<file path="src/shared/plc_pkg.sv">
package plc_pkg;
  localparam int CLK_MHZ = 250;

  // line current code: lsb 0.25 uA
  localparam logic [7:0] CUR_LOW = 8'h0A;
  localparam logic [7:0] CUR_BO = 8'h14;
  localparam logic [7:0] CUR_BI = 8'h17;

  // voltage codes: lsb 5 mV
  localparam logic [9:0] V_COMP_ZERO = 10'h2BC;
  localparam logic [9:0] V_COMP_MAX = 10'h182;
  localparam logic [9:0] V_BOOST_HBC = 10'h1CC;
  localparam logic [9:0] V_BOOST_REG = 10'h1F4;

  // consecutive low thermistor samples before tripping
  localparam logic [2:0] OTP_CNT_LAST = 3'h3;

  // times in their own units, cycles derived
  localparam int T_OFF_NS = 1550;
  localparam int T_OFF_CYC = (T_OFF_NS * CLK_MHZ + 999) / 1000;
  localparam int F_MAX_KHZ = 134;
  localparam int T_PER_CYC = (CLK_MHZ * 1000 + F_MAX_KHZ - 1) / F_MAX_KHZ;
  localparam int T_VAL_NS = 44500;
  localparam int T_VAL_CYC = T_VAL_NS * CLK_MHZ / 1000;
  localparam int T_BO_MS = 50;
  localparam int T_BO_CYC = T_BO_MS * CLK_MHZ * 1000;

  // on-time gain; 16 from squared current lsb, 200 codes per volt
  localparam int ONT_GAIN = 460;
  localparam int ONT_K = ONT_GAIN * 16 * CLK_MHZ / 200;

  // register byte offsets
  localparam logic [7:0] REG_CTRL = 8'h00;
  localparam logic [7:0] REG_STAT = 8'h04;
  localparam logic [7:0] REG_PEAK = 8'h08;
  localparam logic [7:0] REG_TON = 8'h0C;

  typedef struct packed {
    logic xcap_en;
    logic pfc_en;
  } plc_ctrl_t;

  localparam plc_ctrl_t CTRL_RST = 2'h3;

  typedef struct packed {
    logic [20:0] rsvd;
    logic [2:0] otp_cnt;
    logic hbc_en;
    logic otp;
    logic undervoltage_protect;
    logic phase_otp;
    logic gate;
    logic [2:0] run_state;
  } plc_status_t;

  typedef struct packed {
    logic [7:0] line_sense_pin;
    logic [9:0] loop_comp_pin;
    logic [9:0] boost_sense_pin;
  } plc_sense_t;

  typedef enum logic [2:0] {
    PLC_OFF = 3'h1,
    PLC_RUN = 3'h2,
    PLC_SSTOP = 3'h4
  } plc_run_t;

  typedef enum logic [1:0] {
    PH_MAINS = 2'h1,
    PH_OTP = 2'h2
  } plc_phase_t;

  typedef enum logic [3:0] {
    G_IDLE = 4'h1,
    G_ON = 4'h2,
    G_OFF = 4'h4,
    G_VAL = 4'h8
  } plc_gate_t;
endpackage

</file>
<file path="src/verilog/plc_timer.sv">
`timescale 1ns/10ps
module plc_timer #(
  parameter int W = 24
) (
  // system
  input wire logic clk_i,
  input wire logic rst_i,
  // control
  input wire logic run_i,
  input wire logic [W-1:0] len_i,
  output logic done_o
);
  logic [W-1:0] cnt_reg;

  // dropping run_i clears the count at once
  always_ff @(posedge clk_i) begin
    if (rst_i || !run_i) begin
      cnt_reg <= '0;
    end else if (!done_o) begin
      cnt_reg <= cnt_reg + 1'b1;
    end
  end

  assign done_o = run_i && (cnt_reg >= len_i - 1'b1);
endmodule

</file>
<file path="src/verilog/plc_ontime.sv">
`timescale 1ns/10ps
module plc_ontime import plc_pkg::*; (
  // system
  input wire logic clk_i,
  input wire logic rst_i,
  // operands
  input wire logic [9:0] comp_i,
  input wire logic [7:0] peak_i,
  // on-time in clock cycles
  output logic [15:0] ton_o
);
  logic [9:0] c_eff;
  logic [23:0] num;
  logic [15:0] den;
  logic [16:0] rem_sh;
  logic [23:0] quo_reg;
  logic [15:0] rem_reg;
  logic [15:0] den_reg;
  logic [4:0] bit_reg;

  always_comb begin
    c_eff = (comp_i < V_COMP_MAX) ? V_COMP_MAX : comp_i;
    num = (comp_i >= V_COMP_ZERO) ? 24'h0 : 24'(ONT_K * int'(V_COMP_ZERO - c_eff));
    den = 16'(peak_i) * 16'(peak_i);
    rem_sh = {rem_reg, quo_reg[23]};
  end

  // serial divider, one result every 25 cycles; slow but the loop is slower
  always_ff @(posedge clk_i) begin
    if (rst_i) begin
      quo_reg <= 24'h0;
      rem_reg <= 16'h0;
      den_reg <= 16'h0;
      bit_reg <= 5'h0;
      ton_o <= 16'h0;
    end else if (bit_reg == 5'h0) begin
      if (den_reg == 16'h0) begin
        ton_o <= 16'h0;
      end else if (quo_reg[23:16] != 8'h0) begin
        ton_o <= 16'hFFFF;
      end else begin
        ton_o <= quo_reg[15:0];
      end
      quo_reg <= num;
      rem_reg <= 16'h0;
      den_reg <= den;
      bit_reg <= 5'h18;
    end else begin
      if (rem_sh >= {1'b0, den_reg}) begin
        rem_reg <= 16'(rem_sh - {1'b0, den_reg});
        quo_reg <= {quo_reg[22:0], 1'b1};
      end else begin
        rem_reg <= rem_sh[15:0];
        quo_reg <= {quo_reg[22:0], 1'b0};
      end
      bit_reg <= bit_reg - 5'h1;
    end
  end
endmodule

</file>
<file path="src/verilog/plc_top.sv">
// The Wishbone slave port and the register offsets were chosen for this implementation.
`timescale 1ns/10ps
// Operation
// - line sense pin alternates: mains half cycle, then thermistor half cycle.
// - clamp the line sense pin at 250 mV during mains measurement.
// - track mains current, store its peak once per measurement half cycle.
// - current below 2.5 uA ends mains phase, starts thermistor phase.
// - instantaneous current drives brown-in/out; stored peak drives on-time.
// - mains information starts and stops X-cap discharge and latch reset.
// - current reaching 5.75 uA declares brown-in and starts switching.
// - below 5 uA for a full 50 ms triggers undervoltage stop.
// - thermistor phase enables 200 uA source, then samples pin voltage.
// - over-temperature trips after four consecutive samples below 2 V.
// - valley switching, never above 134 kHz.
// - boost starts first; resonant stage enabled at boost sense 2.3 V.
// - on-time constant over each half sine; no phase angle measured.
// - regulation holds boost sense pin at 2.5 V.
// - comp 3.5 V gives zero on-time, 1.93 V or less maximum.
// - on-time us = 460 * (3.5 V - comp) / peak uA squared.
// - above 134 kHz skip to a later valley.
// - switch off-time never shorter than 1.55 us.
// - no valley within 44.5 us after demagnetization forces switch on.
// - soft stop disconnects amplifier, ends when comp reaches 3.5 V.
module plc_top import plc_pkg::*; #(
  parameter int T_BO_LEN = T_BO_CYC,
  parameter int T_VAL_LEN = T_VAL_CYC
) (
  // system
  input wire logic clk_i,
  input wire logic rst_i,
  // wishbone slave
  input wire logic wb_cyc_i,
  input wire logic wb_stb_i,
  input wire logic wb_we_i,
  input wire logic [7:0] wb_adr_i,
  input wire logic [31:0] wb_dat_i,
  input wire logic [3:0] wb_sel_i,
  output logic [31:0] wb_dat_o,
  output logic wb_ack_o,
  // sensing
  input wire plc_sense_t sense_i,
  input wire logic half_cycle_i,
  input wire logic ntc_low_i,
  input wire logic aux_winding_sense_demag_i,
  input wire logic aux_winding_sense_valley_i,
  input wire logic burst_stop_i,
  // line sense pin sources
  output logic line_clamp_en_o,
  output logic otp_src_en_o,
  // power stage
  output logic boost_gate_out_o,
  output logic resonant_half_bridge_en_o,
  output logic ea_disconnect_o,
  output logic softstop_src_o,
  output logic ea_more_on_o,
  output logic ea_less_on_o,
  // protection
  output logic undervoltage_protect_o,
  output logic otp_o,
  output logic xcap_discharge_o,
  output logic latch_reset_o
);
  plc_phase_t phase_reg;
  plc_run_t run_reg;
  plc_gate_t gate_reg;
  plc_ctrl_t ctrl_reg;
  plc_status_t stat;
  logic [7:0] trk_max_reg;
  logic [7:0] peak_reg;
  logic below_reg;
  logic mains_ok_reg;
  logic bo_done;
  logic mains_end;
  logic [2:0] otp_cnt_reg;
  logic otp_reg;
  logic hbc_reg;
  logic xcap_reg;
  logic latch_rst_reg;
  logic [15:0] ton;
  logic [15:0] ton_lat_reg;
  logic [15:0] on_cnt_reg;
  logic [8:0] off_cnt_reg;
  logic [11:0] per_cnt_reg;
  logic off_done;
  logic per_ok;
  logic sw_ok;
  logic vto;
  logic start_on;
  logic wb_req;
  logic wb_ack_reg;

  wire [7:0] cur = sense_i.line_sense_pin;

  // ends on the drop after the peak, or at the boundary if no drop came first
  assign mains_end = (phase_reg == PH_MAINS) &&
    ((trk_max_reg >= CUR_LOW && cur < CUR_LOW) || half_cycle_i);

  always_ff @(posedge clk_i) begin
    if (rst_i) begin
      phase_reg <= PH_MAINS;
      trk_max_reg <= 8'h0;
      peak_reg <= 8'h0;
    end else begin
      unique case (phase_reg)
        PH_MAINS: begin
          if (mains_end) begin
            phase_reg <= PH_OTP;
            peak_reg <= trk_max_reg;
            trk_max_reg <= 8'h0;
          end else if (cur > trk_max_reg) begin
            trk_max_reg <= cur;
          end
        end
        PH_OTP: begin
          if (half_cycle_i) begin
            phase_reg <= PH_MAINS;
          end
        end
      endcase
    end
  end

  assign line_clamp_en_o = (phase_reg == PH_MAINS);
  assign otp_src_en_o = (phase_reg == PH_OTP);

  // below level holds through the thermistor half cycle
  always_ff @(posedge clk_i) begin
    if (rst_i) begin
      below_reg <= 1'b1;
    end else if (phase_reg == PH_MAINS) begin
      below_reg <= (cur < CUR_BO);
    end
  end

  plc_timer #(.W(24)) u_bo_timer (
    .clk_i(clk_i),
    .rst_i(rst_i),
    .run_i(mains_ok_reg && below_reg),
    .len_i(24'(T_BO_LEN)),
    .done_o(bo_done)
  );

  always_ff @(posedge clk_i) begin
    if (rst_i) begin
      mains_ok_reg <= 1'b0;
    end else if (bo_done) begin
      mains_ok_reg <= 1'b0;
    end else if (phase_reg == PH_MAINS && cur >= CUR_BI) begin
      mains_ok_reg <= 1'b1;
    end
  end

  always_ff @(posedge clk_i) begin
    if (rst_i) begin
      latch_rst_reg <= 1'b0;
      xcap_reg <= 1'b0;
    end else begin
      latch_rst_reg <= bo_done && mains_ok_reg;
      xcap_reg <= !mains_ok_reg && ctrl_reg.xcap_en;
    end
  end

  // latch reset on mains loss also releases the thermistor trip; a sample in the same cycle wins
  always_ff @(posedge clk_i) begin
    if (rst_i) begin
      otp_cnt_reg <= 3'h0;
      otp_reg <= 1'b0;
    end else if (phase_reg == PH_OTP && half_cycle_i) begin
      if (!ntc_low_i) begin
        otp_cnt_reg <= 3'h0;
      end else if (otp_cnt_reg == OTP_CNT_LAST) begin
        otp_reg <= 1'b1;
      end else begin
        otp_cnt_reg <= otp_cnt_reg + 3'h1;
      end
    end else if (latch_rst_reg) begin
      otp_cnt_reg <= 3'h0;
      otp_reg <= 1'b0;
    end
  end

  always_ff @(posedge clk_i) begin
    if (rst_i) begin
      run_reg <= PLC_OFF;
    end else begin
      unique case (run_reg)
        PLC_OFF: begin
          if (mains_ok_reg && !otp_reg && ctrl_reg.pfc_en && !burst_stop_i) begin
            run_reg <= PLC_RUN;
          end
        end
        PLC_RUN: begin
          if (!mains_ok_reg || otp_reg) begin
            run_reg <= PLC_OFF;
          end else if (burst_stop_i || !ctrl_reg.pfc_en) begin
            run_reg <= PLC_SSTOP;
          end
        end
        PLC_SSTOP: begin
          if (!mains_ok_reg || otp_reg || sense_i.loop_comp_pin >= V_COMP_ZERO) begin
            run_reg <= PLC_OFF;
          end
        end
      endcase
    end
  end

  assign ea_disconnect_o = (run_reg == PLC_SSTOP);
  assign softstop_src_o = (run_reg == PLC_SSTOP);
  assign ea_more_on_o = (run_reg == PLC_RUN) && (sense_i.boost_sense_pin < V_BOOST_REG);
  assign ea_less_on_o = (run_reg == PLC_RUN) && (sense_i.boost_sense_pin > V_BOOST_REG);

  // resonant stage stays on once enabled, until mains is lost
  always_ff @(posedge clk_i) begin
    if (rst_i || !mains_ok_reg) begin
      hbc_reg <= 1'b0;
    end else if (run_reg == PLC_RUN && sense_i.boost_sense_pin >= V_BOOST_HBC) begin
      hbc_reg <= 1'b1;
    end
  end

  // peak changes once per mains half cycle, so on-time stays flat over the sine
  plc_ontime u_ontime (
    .clk_i(clk_i),
    .rst_i(rst_i),
    .comp_i(sense_i.loop_comp_pin),
    .peak_i(peak_reg),
    .ton_o(ton)
  );

  assign sw_ok = (run_reg != PLC_OFF);
  assign off_done = (off_cnt_reg >= 9'(T_OFF_CYC - 1));
  assign per_ok = (per_cnt_reg >= 12'(T_PER_CYC - 1));
  assign start_on = per_ok && (aux_winding_sense_valley_i || vto);

  plc_timer #(.W(16)) u_val_timer (
    .clk_i(clk_i),
    .rst_i(rst_i),
    .run_i(gate_reg == G_VAL || (gate_reg == G_OFF && off_done && !aux_winding_sense_demag_i)),
    .len_i(16'(T_VAL_LEN)),
    .done_o(vto)
  );

  always_ff @(posedge clk_i) begin
    if (rst_i) begin
      gate_reg <= G_IDLE;
      ton_lat_reg <= 16'h0;
    end else begin
      unique case (gate_reg)
        G_IDLE: begin
          if (sw_ok && per_ok && ton != 16'h0) begin
            gate_reg <= G_ON;
            ton_lat_reg <= ton;
          end
        end
        G_ON: begin
          if (!sw_ok || on_cnt_reg >= ton_lat_reg - 16'h1) begin
            gate_reg <= G_OFF;
          end
        end
        G_OFF: begin
          if (off_done) begin
            if (!sw_ok) begin
              gate_reg <= G_IDLE;
            end else if (aux_winding_sense_demag_i) begin
              gate_reg <= G_VAL;
            end else if (vto) begin
              gate_reg <= G_VAL;
            end
          end
        end
        G_VAL: begin
          if (!sw_ok) begin
            gate_reg <= G_IDLE;
          end else if (start_on) begin
            if (ton != 16'h0) begin
              gate_reg <= G_ON;
              ton_lat_reg <= ton;
            end else begin
              gate_reg <= G_IDLE;
            end
          end
        end
      endcase
    end
  end

  always_ff @(posedge clk_i) begin
    if (rst_i || gate_reg != G_ON) begin
      on_cnt_reg <= 16'h0;
    end else begin
      on_cnt_reg <= on_cnt_reg + 16'h1;
    end
  end

  always_ff @(posedge clk_i) begin
    if (rst_i || gate_reg != G_OFF) begin
      off_cnt_reg <= 9'h0;
    end else if (!off_done) begin
      off_cnt_reg <= off_cnt_reg + 9'h1;
    end
  end

  // period since last turn-on; starts satisfied after reset
  always_ff @(posedge clk_i) begin
    if (rst_i) begin
      per_cnt_reg <= 12'hFFF;
    end else if (gate_reg != G_ON && boost_gate_out_next()) begin
      per_cnt_reg <= 12'h0;
    end else if (per_cnt_reg != 12'hFFF) begin
      per_cnt_reg <= per_cnt_reg + 12'h1;
    end
  end

  function automatic logic boost_gate_out_next();
    boost_gate_out_next = (gate_reg == G_IDLE && sw_ok && per_ok && ton != 16'h0) ||
      (gate_reg == G_VAL && sw_ok && start_on && ton != 16'h0);
  endfunction

  assign boost_gate_out_o = (gate_reg == G_ON);
  assign resonant_half_bridge_en_o = hbc_reg;
  assign undervoltage_protect_o = !mains_ok_reg;
  assign otp_o = otp_reg;
  assign xcap_discharge_o = xcap_reg;
  assign latch_reset_o = latch_rst_reg;

  // wishbone: ack one cycle after request, writes land at the ack edge
  assign wb_req = wb_cyc_i && wb_stb_i;
  assign wb_ack_o = wb_ack_reg;

  always_comb begin
    stat = '0;
    stat.otp_cnt = otp_cnt_reg;
    stat.hbc_en = hbc_reg;
    stat.otp = otp_reg;
    stat.undervoltage_protect = !mains_ok_reg;
    stat.phase_otp = (phase_reg == PH_OTP);
    stat.gate = boost_gate_out_o;
    stat.run_state = run_reg;
  end

  always_ff @(posedge clk_i) begin
    if (rst_i) begin
      wb_ack_reg <= 1'b0;
      wb_dat_o <= 32'h0;
    end else begin
      wb_ack_reg <= wb_req && !wb_ack_reg;
      if (wb_req && !wb_ack_reg) begin
        unique case (wb_adr_i)
          REG_CTRL: wb_dat_o <= {30'h0, ctrl_reg};
          REG_STAT: wb_dat_o <= stat;
          REG_PEAK: wb_dat_o <= {24'h0, peak_reg};
          REG_TON: wb_dat_o <= {16'h0, ton_lat_reg};
          default: wb_dat_o <= 32'h0;
        endcase
      end
    end
  end

  always_ff @(posedge clk_i) begin
    if (rst_i) begin
      ctrl_reg <= CTRL_RST;
    end else if (wb_req && wb_we_i && wb_ack_reg && wb_adr_i == REG_CTRL && wb_sel_i[0]) begin
      ctrl_reg <= wb_dat_i[1:0];
    end
  end

  // helper counters for the checks below
  logic [11:0] off_len_reg;
  logic [11:0] per_len_reg;
  logic gate_q_reg;

  always_ff @(posedge clk_i) begin
    if (rst_i) begin
      off_len_reg <= 12'hFFF;
      per_len_reg <= 12'hFFF;
      gate_q_reg <= 1'b0;
    end else begin
      gate_q_reg <= boost_gate_out_o;
      if (boost_gate_out_o) begin
        off_len_reg <= 12'h0;
      end else if (off_len_reg != 12'hFFF) begin
        off_len_reg <= off_len_reg + 12'h1;
      end
      if (boost_gate_out_o && !gate_q_reg) begin
        per_len_reg <= 12'h1;
      end else if (per_len_reg != 12'hFFF) begin
        per_len_reg <= per_len_reg + 12'h1;
      end
    end
  end
endmodule

</file>
<file path="config.mk">
export PLATFORM = sky130hd
export DESIGN_NAME = plc_top
export DESIGN_NICKNAME = d
export VERILOG_FILES = /design/src/shared/plc_pkg.sv /design/src/verilog/plc_timer.sv /design/src/verilog/plc_ontime.sv /design/src/verilog/plc_top.sv
export SDC_FILE = /design/constraint.sdc
export NUM_CORES = 1
export LEC_CHECK = 0
export BUFFER_PORTS_ARGS = -buffer_cell sky130_fd_sc_hd__buf_2
export CAP_MARGIN = 25
export CORE_MARGIN = 2
export CORE_UTILIZATION = 55
export CTS_CLUSTER_SIZE = 20
export DETAILED_ROUTE_END_ITERATION = 10
export PLACE_DENSITY = 0.74
export SLEW_MARGIN = 10
export SYNTH_ARGS = -nofsm -noshare
export SYNTH_HDL_FRONTEND = slang
export SYNTH_SLANG_ARGS = --single-unit
export TNS_END_PERCENT = 10
</file>
<file path="constraint.sdc">
create_clock -name clk_i -period 9.73 [get_ports clk_i]
set_clock_uncertainty 0.2 [all_clocks]
set_input_delay 1.4595 -clock clk_i [delete_from_list [all_inputs] [get_ports clk_i]]
set_output_delay 1.4595 -clock clk_i [all_outputs]
set_load 0.02 [all_outputs]
</file>
==> impl_results.rst, run 1 <==
.. list-table::
   :header-rows: 1

   * - Metric
     - Value
   * - Synth top area share
     - 0.291
   * - Maximum number of buffers from clock root to sink
     - 3
   * - P_int
     - 2530 µW
   * - Synth Instances
     - 1803
   * - R2r startpoint
     - peak_reg[2]
   * - Initial standard-cell utilization of the core
     - 0.555
   * - Sequential fraction of the synthesis area
     - 0.291
   * - Critical Path Source
     - sense_i[15]
   * - Slack of the worst reg-to-reg path
     - 4.93 ns
   * - TritonCTS clock tree
     - done
   * - Warnings, synthesis
     - 0
   * - Mean routed wirelength per cell
     - about 14 µm
   * - Relative max-transition margin
     - 0.335
   * - Proportion of power drawn by the clock network
     - 0.231
   * - Cell chosen for the clock root
     - clkbuf_16
   * - Type of the tightest min-delay check
     - reg2reg
   * - Worst setup timing slack at the placement stage
     - 0.908 ns
   * - Data arrival time of the worst path
     - 8.48 ns
   * - Maximum number of pins on one net before global-route repair
     - between 70 and 80
   * - Unrepaired setup endpoints after global routing
     - no
   * - Initial antenna violation count
     - 0
   * - Library cells used by synthesis
     - 80
   * - Total routing usage reported by global routing
     - 0.221
   * - Grt total ovfl
     - 0
   * - Fill cell instance count of the final layout
     - approximately 2400
   * - Reg area
     - 0.00444 mm²
   * - Setup bufs post-CTS
     - 0
   * - Number of routed nets with antenna violations
     - 0
   * - Num Clock Sinks
     - about 220
   * - Post-synth EDFFs
     - 0
   * - Floorplan core area
     - around 0.028 mm²
   * - Total Routed Length
     - between 30000 and 40000 µm
   * - First-pass iteration count of the detailed router
     - 5
   * - Fraction of synthesis flops using an asynchronous set or reset pin
     - 0
   * - CP Launch Type
     - input pin
   * - Number of global-route vias before repair
     - 11900
   * - Number of DRC markers in iteration 0
     - roughly 690
   * - Final weighted congestion of routability-driven global placement
     - ~0.85
   * - Worst Hold Launch
     - u_ontime.quo_reg[20]
   * - Top post-synthesis cells by area
     - dfxtp_1, ha_1, fa_1, nor2_1, xnor2_1
   * - Syn Area/Cell
     - 8.48 µm²
   * - Clock period minus final worst setup slack
     - 8.30 ns
   * - Number of resized instances in the post-cts repair step
     - 0
   * - Worst hold slack
     - between 0.2 and 0.25 ns
   * - Leading area contributor after synthesis
     - dfxtp_1
   * - Number of maximum-capacitance violations
     - 0
   * - Worst Setup End Kind
     - flip-flop
   * - Number of primary I/O pins
     - 127
   * - Final-report max-slew violation count
     - 0
   * - Combined area of all synthesized cells
     - 0.0153 mm²
   * - Via count normalized by instance count
     - 5.49
   * - Worst VDD drop
     - 174 µV
   * - FF+latch count, synth
     - 222
   * - Highest net fanout along the worst path
     - 7
   * - Switching power as a share of total power
     - 0.403
   * - Highest achievable clock rate
     - 120 MHz
   * - Count of unresolved DRC violations after routing
     - 0
   * - Worst Max-Slew Pin Slew
     - 0.995 ns
   * - Antenna Cells
     - 0
   * - Fin Setup TNS
     - 0 ns
   * - Final net count
     - 2150
   * - Setup-failing EPs final
     - 0
   * - Total leakage power
     - 0.00731 µW
   * - Clock transition at the registers of the reported paths
     - 0.06 ns
   * - Comb power frac
     - 0.515
   * - Predominant post-synthesis flop cell
     - dfxtp_1
   * - Total area of multi-input combinational cells
     - slightly below 0.01 mm²
   * - Total power density per cell area
     - 253 mW/mm²
   * - DR vias
     - between 10000 and 15000
   * - Number of buffers created by CTS
     - 24
   * - Clock network latency to the later pin of the worst-skew pair
     - 0.52 ns
   * - Die width
     - about 170 µm
   * - Floorplan die area
     - 0.0291 mm²
   * - Site Rows
     - 61
   * - Number of buffers inserted for hold repair after clock tree synthesis
     - 0
   * - PnR worst setup slack
     - 1.43 ns
   * - Period Utilization, post-route
     - 0.853
   * - Required time reported for the critical path endpoint
     - 9.91 ns
   * - Final HPWL DP
     - approximately 24000 µm
   * - Global-route wire length before repair
     - 54300 µm
   * - Net switching power figure
     - 1710 µW
   * - Area growth, synth to finish
     - 9.62%
   * - Final hold viol count
     - 0
   * - Level count of the clock H-tree
     - 1
   * - Part of the power in registers
     - 0.254
   * - Result of the run
     - finished clean
   * - Number of port buffers
     - 77
   * - Proportion of layout cells with a drive suffix above 1
     - 0.0863
   * - Die Ht
     - 171 µm
   * - Path type of the worst setup path
     - in2reg
==> Yosys cell counts, types with 20 or more instances <==
| library cell | n |
|---|---|
| nand3_1 | 45 |
| fa_1 | 68 |
| clkbuf_1 | 43 |
| nand2_1 | 177 |
| xnor2_1 | 77 |
| inv_1 | 165 |
| nor3_1 | 36 |
| nand4_1 | 34 |
| dfxtp_1 | 222 |
| and3_1 | 23 |
| a22oi_1 | 20 |
| xor2_1 | 61 |
| nor4_1 | 26 |
| a21oi_1 | 98 |
| and2_1 | 29 |
| nor2_1 | 190 |
| ha_1 | 140 |
| o21ai_0 | 82 |
| mux2i_1 | 30 |
==> metal layers <==
layer | track usage | up-vias | wire length [µm]
li1 | - | 6247 | -
met5 | 0 | - | 0
met3 | 0.0298 | 30 | 1390
met4 | 0.0446 | 0 | 392
met2 | 0.395 | 255 | 15300
met1 | 0.286 | 5843 | 15100
==> worst max-delay path: stages <==
cell and delay, ns:
buf_2 0.13, nor4_1 0.39, a211oi_1 0.14, buf_4 0.19, ha_1 0.22, a21boi_0 0.53
and3_1 0.27, xnor2_1 0.07, nor2_1 0.53, inv_1 0.22, xnor2_1 0.18, ha_1 0.28
inv_1 0.05, fa_1 0.48, inv_1 0.06, fa_1 0.52, inv_1 0.05, fa_1 0.52
inv_1 0.04, ha_1 0.37, nand2_1 0.14, o21ai_0 0.13, or3b_2 0.46, a311oi_1 0.65
a21oi_1 0.18, xnor2_1 0.15, o21ai_0 0.08
==> power groups by stage <==
stage	clock network [µW]	registers (µW)	logic (µW)
after floorplan	0	1070	1790
after global placement	0	1090	2110
after detailed placement	0	1090	2170
after CTS	997	1080	2190
after global routing	1040	1090	2480
final	981	1080	2180
==> layout make-up <==
cell class                      count  share of cell area
Multi-Input combinational cell   1361               0.591
Sequential cell                   222               0.265
Clock buffer                       33              0.0421
Inverter                          166              0.0372
Tap cell                          378              0.0282
Timing Repair Buffer               85              0.0266
Clock inverter                     10             0.00926
==> cells in the final DEF, fill, tap and decap left out, types with 29 or more instances in the layout <==
cell type / instances
a21oi_1: 98
and2_1: 29
buf_2: 77
dfxtp_1: 222
fa_1: 68
ha_1: 140
inv_1: 165
mux2i_1: 30
nand2_1: 177
nand3_1: 45
nand4_1: 34
nor2_1: 189
nor3_1: 36
o21ai_0: 82
xnor2_1: 77
xor2_1: 61
==> through the flow <==
stage                     cells  total power [µW]  area, µm²  utilization
after floorplan            1818              2860      15300            -
after global placement     2212              3200      15900        0.577
after detailed placement   2212              3260      15900        0.577
after CTS                  2255              4260      16800        0.608
after global routing       2255              4600      16800        0.608
final                      2255              4240      16800        0.608
==> cells by family after synthesis <==
group,share of synthesized area
muxes,0.0292
xor gates and xnor gates,0.0791
adders and majority gates,0.204
DFF,0.291
other,0.000245
buffers and inverters,0.0652
and+or+nand+nor,0.203
AOI/OAI and AO/OA,0.128
==> path summary, 6_finish.rpt <==
| path | end | depth (start not counted) |
|---|---|---|
| hold / removal | u_ontime.quo_reg[21] | 2 |
| setup / recovery | u_ontime.quo_reg[22] | 27 |
| setup reg to reg | u_ontime.den_reg[14] | 14 |
| hold reg to reg | u_ontime.quo_reg[21] | 2 |
Power figures use the tool's default switching activity.
==> inputs of run 2 (changes only) <==
--- a/config.mk
+++ b/config.mk
@@ -12,6 +12,7 @@
 export CTS_CLUSTER_SIZE = 20
 export DETAILED_ROUTE_END_ITERATION = 10
 export PLACE_DENSITY = 0.74
+export RECOVER_POWER = 50
 export SLEW_MARGIN = 10
 export SYNTH_ARGS = -nofsm -noshare
 export SYNTH_HDL_FRONTEND = slang
==> impl_results.rst, run 2 (synthesis results as in run 1) <==
.. list-table::
   :header-rows: 1

   * - Metric
     - Value
   * - Num Clock Sinks
     - 222 (unchanged)
   * - Worst path most repeated cell
     - inv_1 (unchanged)
   * - First-pass iteration count of the detailed router
     - 5 (unchanged)
   * - Floorplan die area
     - 0.0291 mm² (unchanged)
   * - Via count normalized by instance count
     - 5.49 (about the same)
   * - Number of buffers inserted for hold repair after clock tree synthesis
     - 0 (unchanged)
   * - Initial standard-cell utilization of the core
     - 0.555 (unchanged)
   * - Worst path slowest cell
     - a311oi_1 (unchanged)
   * - Final-report max-slew violation count
     - 119 (was 0)
   * - Total Routed Length
     - 32300 µm (was 32200 µm)
   * - Number of resized instances in the post-cts repair step
     - 0 (unchanged)
   * - Cells after DPL
     - 2212 (unchanged)
   * - Final hold viol count
     - 0 (unchanged)
   * - Total area of multi-input combinational cells
     - 0.00991 mm² (unchanged)
   * - Logic depth of the worst register-to-register path
     - 14 (unchanged)
   * - Clock transition at the registers of the reported paths
     - 0.06 ns (about the same)
   * - Critical Path Source
     - sense_i[15] (unchanged)
   * - Total leakage power
     - 0.00720 µW (was 0.00731 µW)
   * - Clock network latency to the later pin of the worst-skew pair
     - 0.52 ns (about the same)
   * - Die width
     - 171 µm (unchanged)
   * - DR vias
     - 12400 (about the same)
   * - PnR worst setup slack
     - 1.42 ns (was 1.43 ns)
   * - Number of buffers created by CTS
     - 24 (unchanged)
   * - Number of primary I/O pins
     - 127 (unchanged)
   * - Worst hold path stage count
     - 2 (unchanged)
   * - Highest net fanout along the worst path
     - 7 (unchanged)
   * - Proportion of layout cells with a drive suffix above 1
     - 0.0719 (was 0.0863)
   * - Level count of the clock H-tree
     - 1 (unchanged)
   * - Floorplan core area
     - 0.0276 mm² (unchanged)
   * - Most common cell after layout, fill and taps aside
     - dfxtp_1 (unchanged)
   * - Mean routed wirelength per cell
     - 14.3 µm (about the same)
   * - Reg area
     - 0.00444 mm² (unchanged)
   * - Global-route wire length before repair
     - 54300 µm (unchanged)
   * - Number of DRC markers in iteration 0
     - 703 (was 693)
   * - Number of global-route vias before repair
     - 11900 (unchanged)
   * - Final net count
     - 2150 (unchanged)
   * - Worst hold slack
     - 0.241 ns (about the same)
   * - Maximum number of buffers from clock root to sink
     - 3 (unchanged)
   * - Total power density per cell area
     - 254 mW/mm² (was 253 mW/mm²)
   * - Worst VDD drop
     - 174 µV (about the same)
   * - Final weighted congestion of routability-driven global placement
     - 0.847 (unchanged)
   * - Path type of the worst setup path
     - in2reg (unchanged)
   * - Total routing usage reported by global routing
     - 0.221 (unchanged)
   * - Antenna Cells
     - 0 (unchanged)
   * - CP Launch Type
     - input pin (unchanged)
   * - Type of the tightest min-delay check
     - reg2reg (unchanged)
   * - Violated checks
     - max-capacitance violations, max-slew violations
   * - Fill cell instance count of the final layout
     - 2410 (was 2395)
   * - Final Non-Filler Cells
     - 2255 (unchanged)
   * - Site Rows
     - 61 (unchanged)
   * - Layout Cell Area excl Fill
     - 0.0167 mm² (was 0.0168 mm²)
   * - Grt total ovfl
     - 0 (unchanged)
   * - Slack of the worst reg-to-reg path
     - 4.85 ns (was 4.93 ns)
   * - Worst Max-Slew Pin Slew
     - 3.51 ns (was 0.995 ns)
   * - Worst Hold Launch
     - u_ontime.quo_reg[20] (unchanged)
   * - Cell Area, Placed
     - 0.0159 mm² (unchanged)
   * - Setup bufs post-CTS
     - 0 (unchanged)
   * - Number of routed nets with antenna violations
     - 0 (unchanged)
   * - Setup-failing EPs final
     - 0 (unchanged)
   * - Clock period minus final worst setup slack
     - 8.31 ns (was 8.30 ns)
   * - TritonCTS clock tree
     - done (unchanged)
   * - Unrepaired setup endpoints after global routing
     - no (unchanged)
   * - Relative max-transition margin
     - -1.34 (was 0.335)
   * - Initial antenna violation count
     - 0 (unchanged)
   * - R2r startpoint
     - peak_reg[2] (unchanged)
   * - Number of port buffers
     - 77 (unchanged)
   * - Count of unresolved DRC violations after routing
     - 0 (unchanged)
   * - Crit path largest cell delay
     - 0.65 ns (about the same)
   * - Area growth, synth to finish
     - 9.37% (was 9.62%)
   * - Period Utilization, post-route
     - 0.854 (was 0.853)
   * - Die Ht
     - 171 µm (unchanged)
   * - Number of maximum-capacitance violations
     - 2 (was 0)
   * - Required time reported for the critical path endpoint
     - 9.91 ns (about the same)
   * - Final HPWL DP
     - 24300 µm (unchanged)
   * - Fin Setup TNS
     - 0 ns (unchanged)
   * - Data arrival time of the worst path
     - 8.49 ns (was 8.48 ns)
   * - Highest-count cells in the layout ignoring fill and taps
     - dfxtp_1, nor2_1, nand2_1 (unchanged)
   * - Result of the run
     - finished, violations left (was finished clean)
   * - Maximum number of pins on one net before global-route repair
     - 76 (unchanged)
   * - Cell chosen for the clock root
     - clkbuf_16 (unchanged)
   * - Worst setup timing slack at the placement stage
     - 0.908 ns (unchanged)
   * - Worst Setup End Kind
     - flip-flop (unchanged)
   * - Highest achievable clock rate
     - 120 MHz (about the same)
-- run 2: cell types whose count changed in the layout (fill, tap and decap cells not counted), sizes merged --
cell / delta
buf: -26
clkbuf: +26
-- run 2: metrics by stage --
| stage | total power, µW | utilization |
|---|---|---|
| 6_report | 4240 | 0.607 |
| 5_1_grt | 4600 | 0.607 |
| 4_1_cts | 4260 | 0.608 |
| 3_5_place_dp | 3260 | 0.577 |
| 3_3_place_gp | 3200 | 0.577 |
| 2_1_floorplan | 2860 | - |
-- run 2: final timing paths --
path	endpoint
worst max-delay path	u_ontime.quo_reg[22]
worst min-delay path	u_ontime.quo_reg[21]
worst max register to register	u_ontime.den_reg[14]
worst min register to register	u_ontime.quo_reg[21]
-- run 2: power by group --
| part | switching [µW] | internal (µW) | total (µW) |
|---|---|---|---|
| logic | 1270 | 915 | 2180 |
| registers | 74.2 | 1000 | 1080 |
| clock network | 370 | 611 | 981 |
| total | 1710 | 2530 | 4240 |
-- run 2: per-layer routing --
metal / vias to the layer above / track usage / wire length, µm
li1: 6254 / - / -
met1: 5846 / 0.286 / 15100
met2: 244 / 0.395 / 15300
met3: 29 / 0.0298 / 1430
met4: 0 / 0.0446 / 399
met5: - / 0 / 0
-- run 2: area by class of cell --
| type | instances | share of cell area |
|---|---|---|
| inverters | 166 | 0.0373 |
| repair buffers | 85 | 0.0244 |
| well taps | 378 | 0.0283 |
| clock inverters | 10 | 0.00928 |
| flip-flops and latches | 222 | 0.266 |
| multi-input cells | 1361 | 0.593 |
| clock buffers | 33 | 0.0422 |
-- run 2: critical path, delay by kind of cell --
family                     cells  cell delay, ns
AOI/OAI and AO/OA              6            1.71
xor gates and xnor gates       3            0.40
adders and majority gates      6            2.39
buffers and inverters          7            0.74
and+or+nand+nor                5            1.80
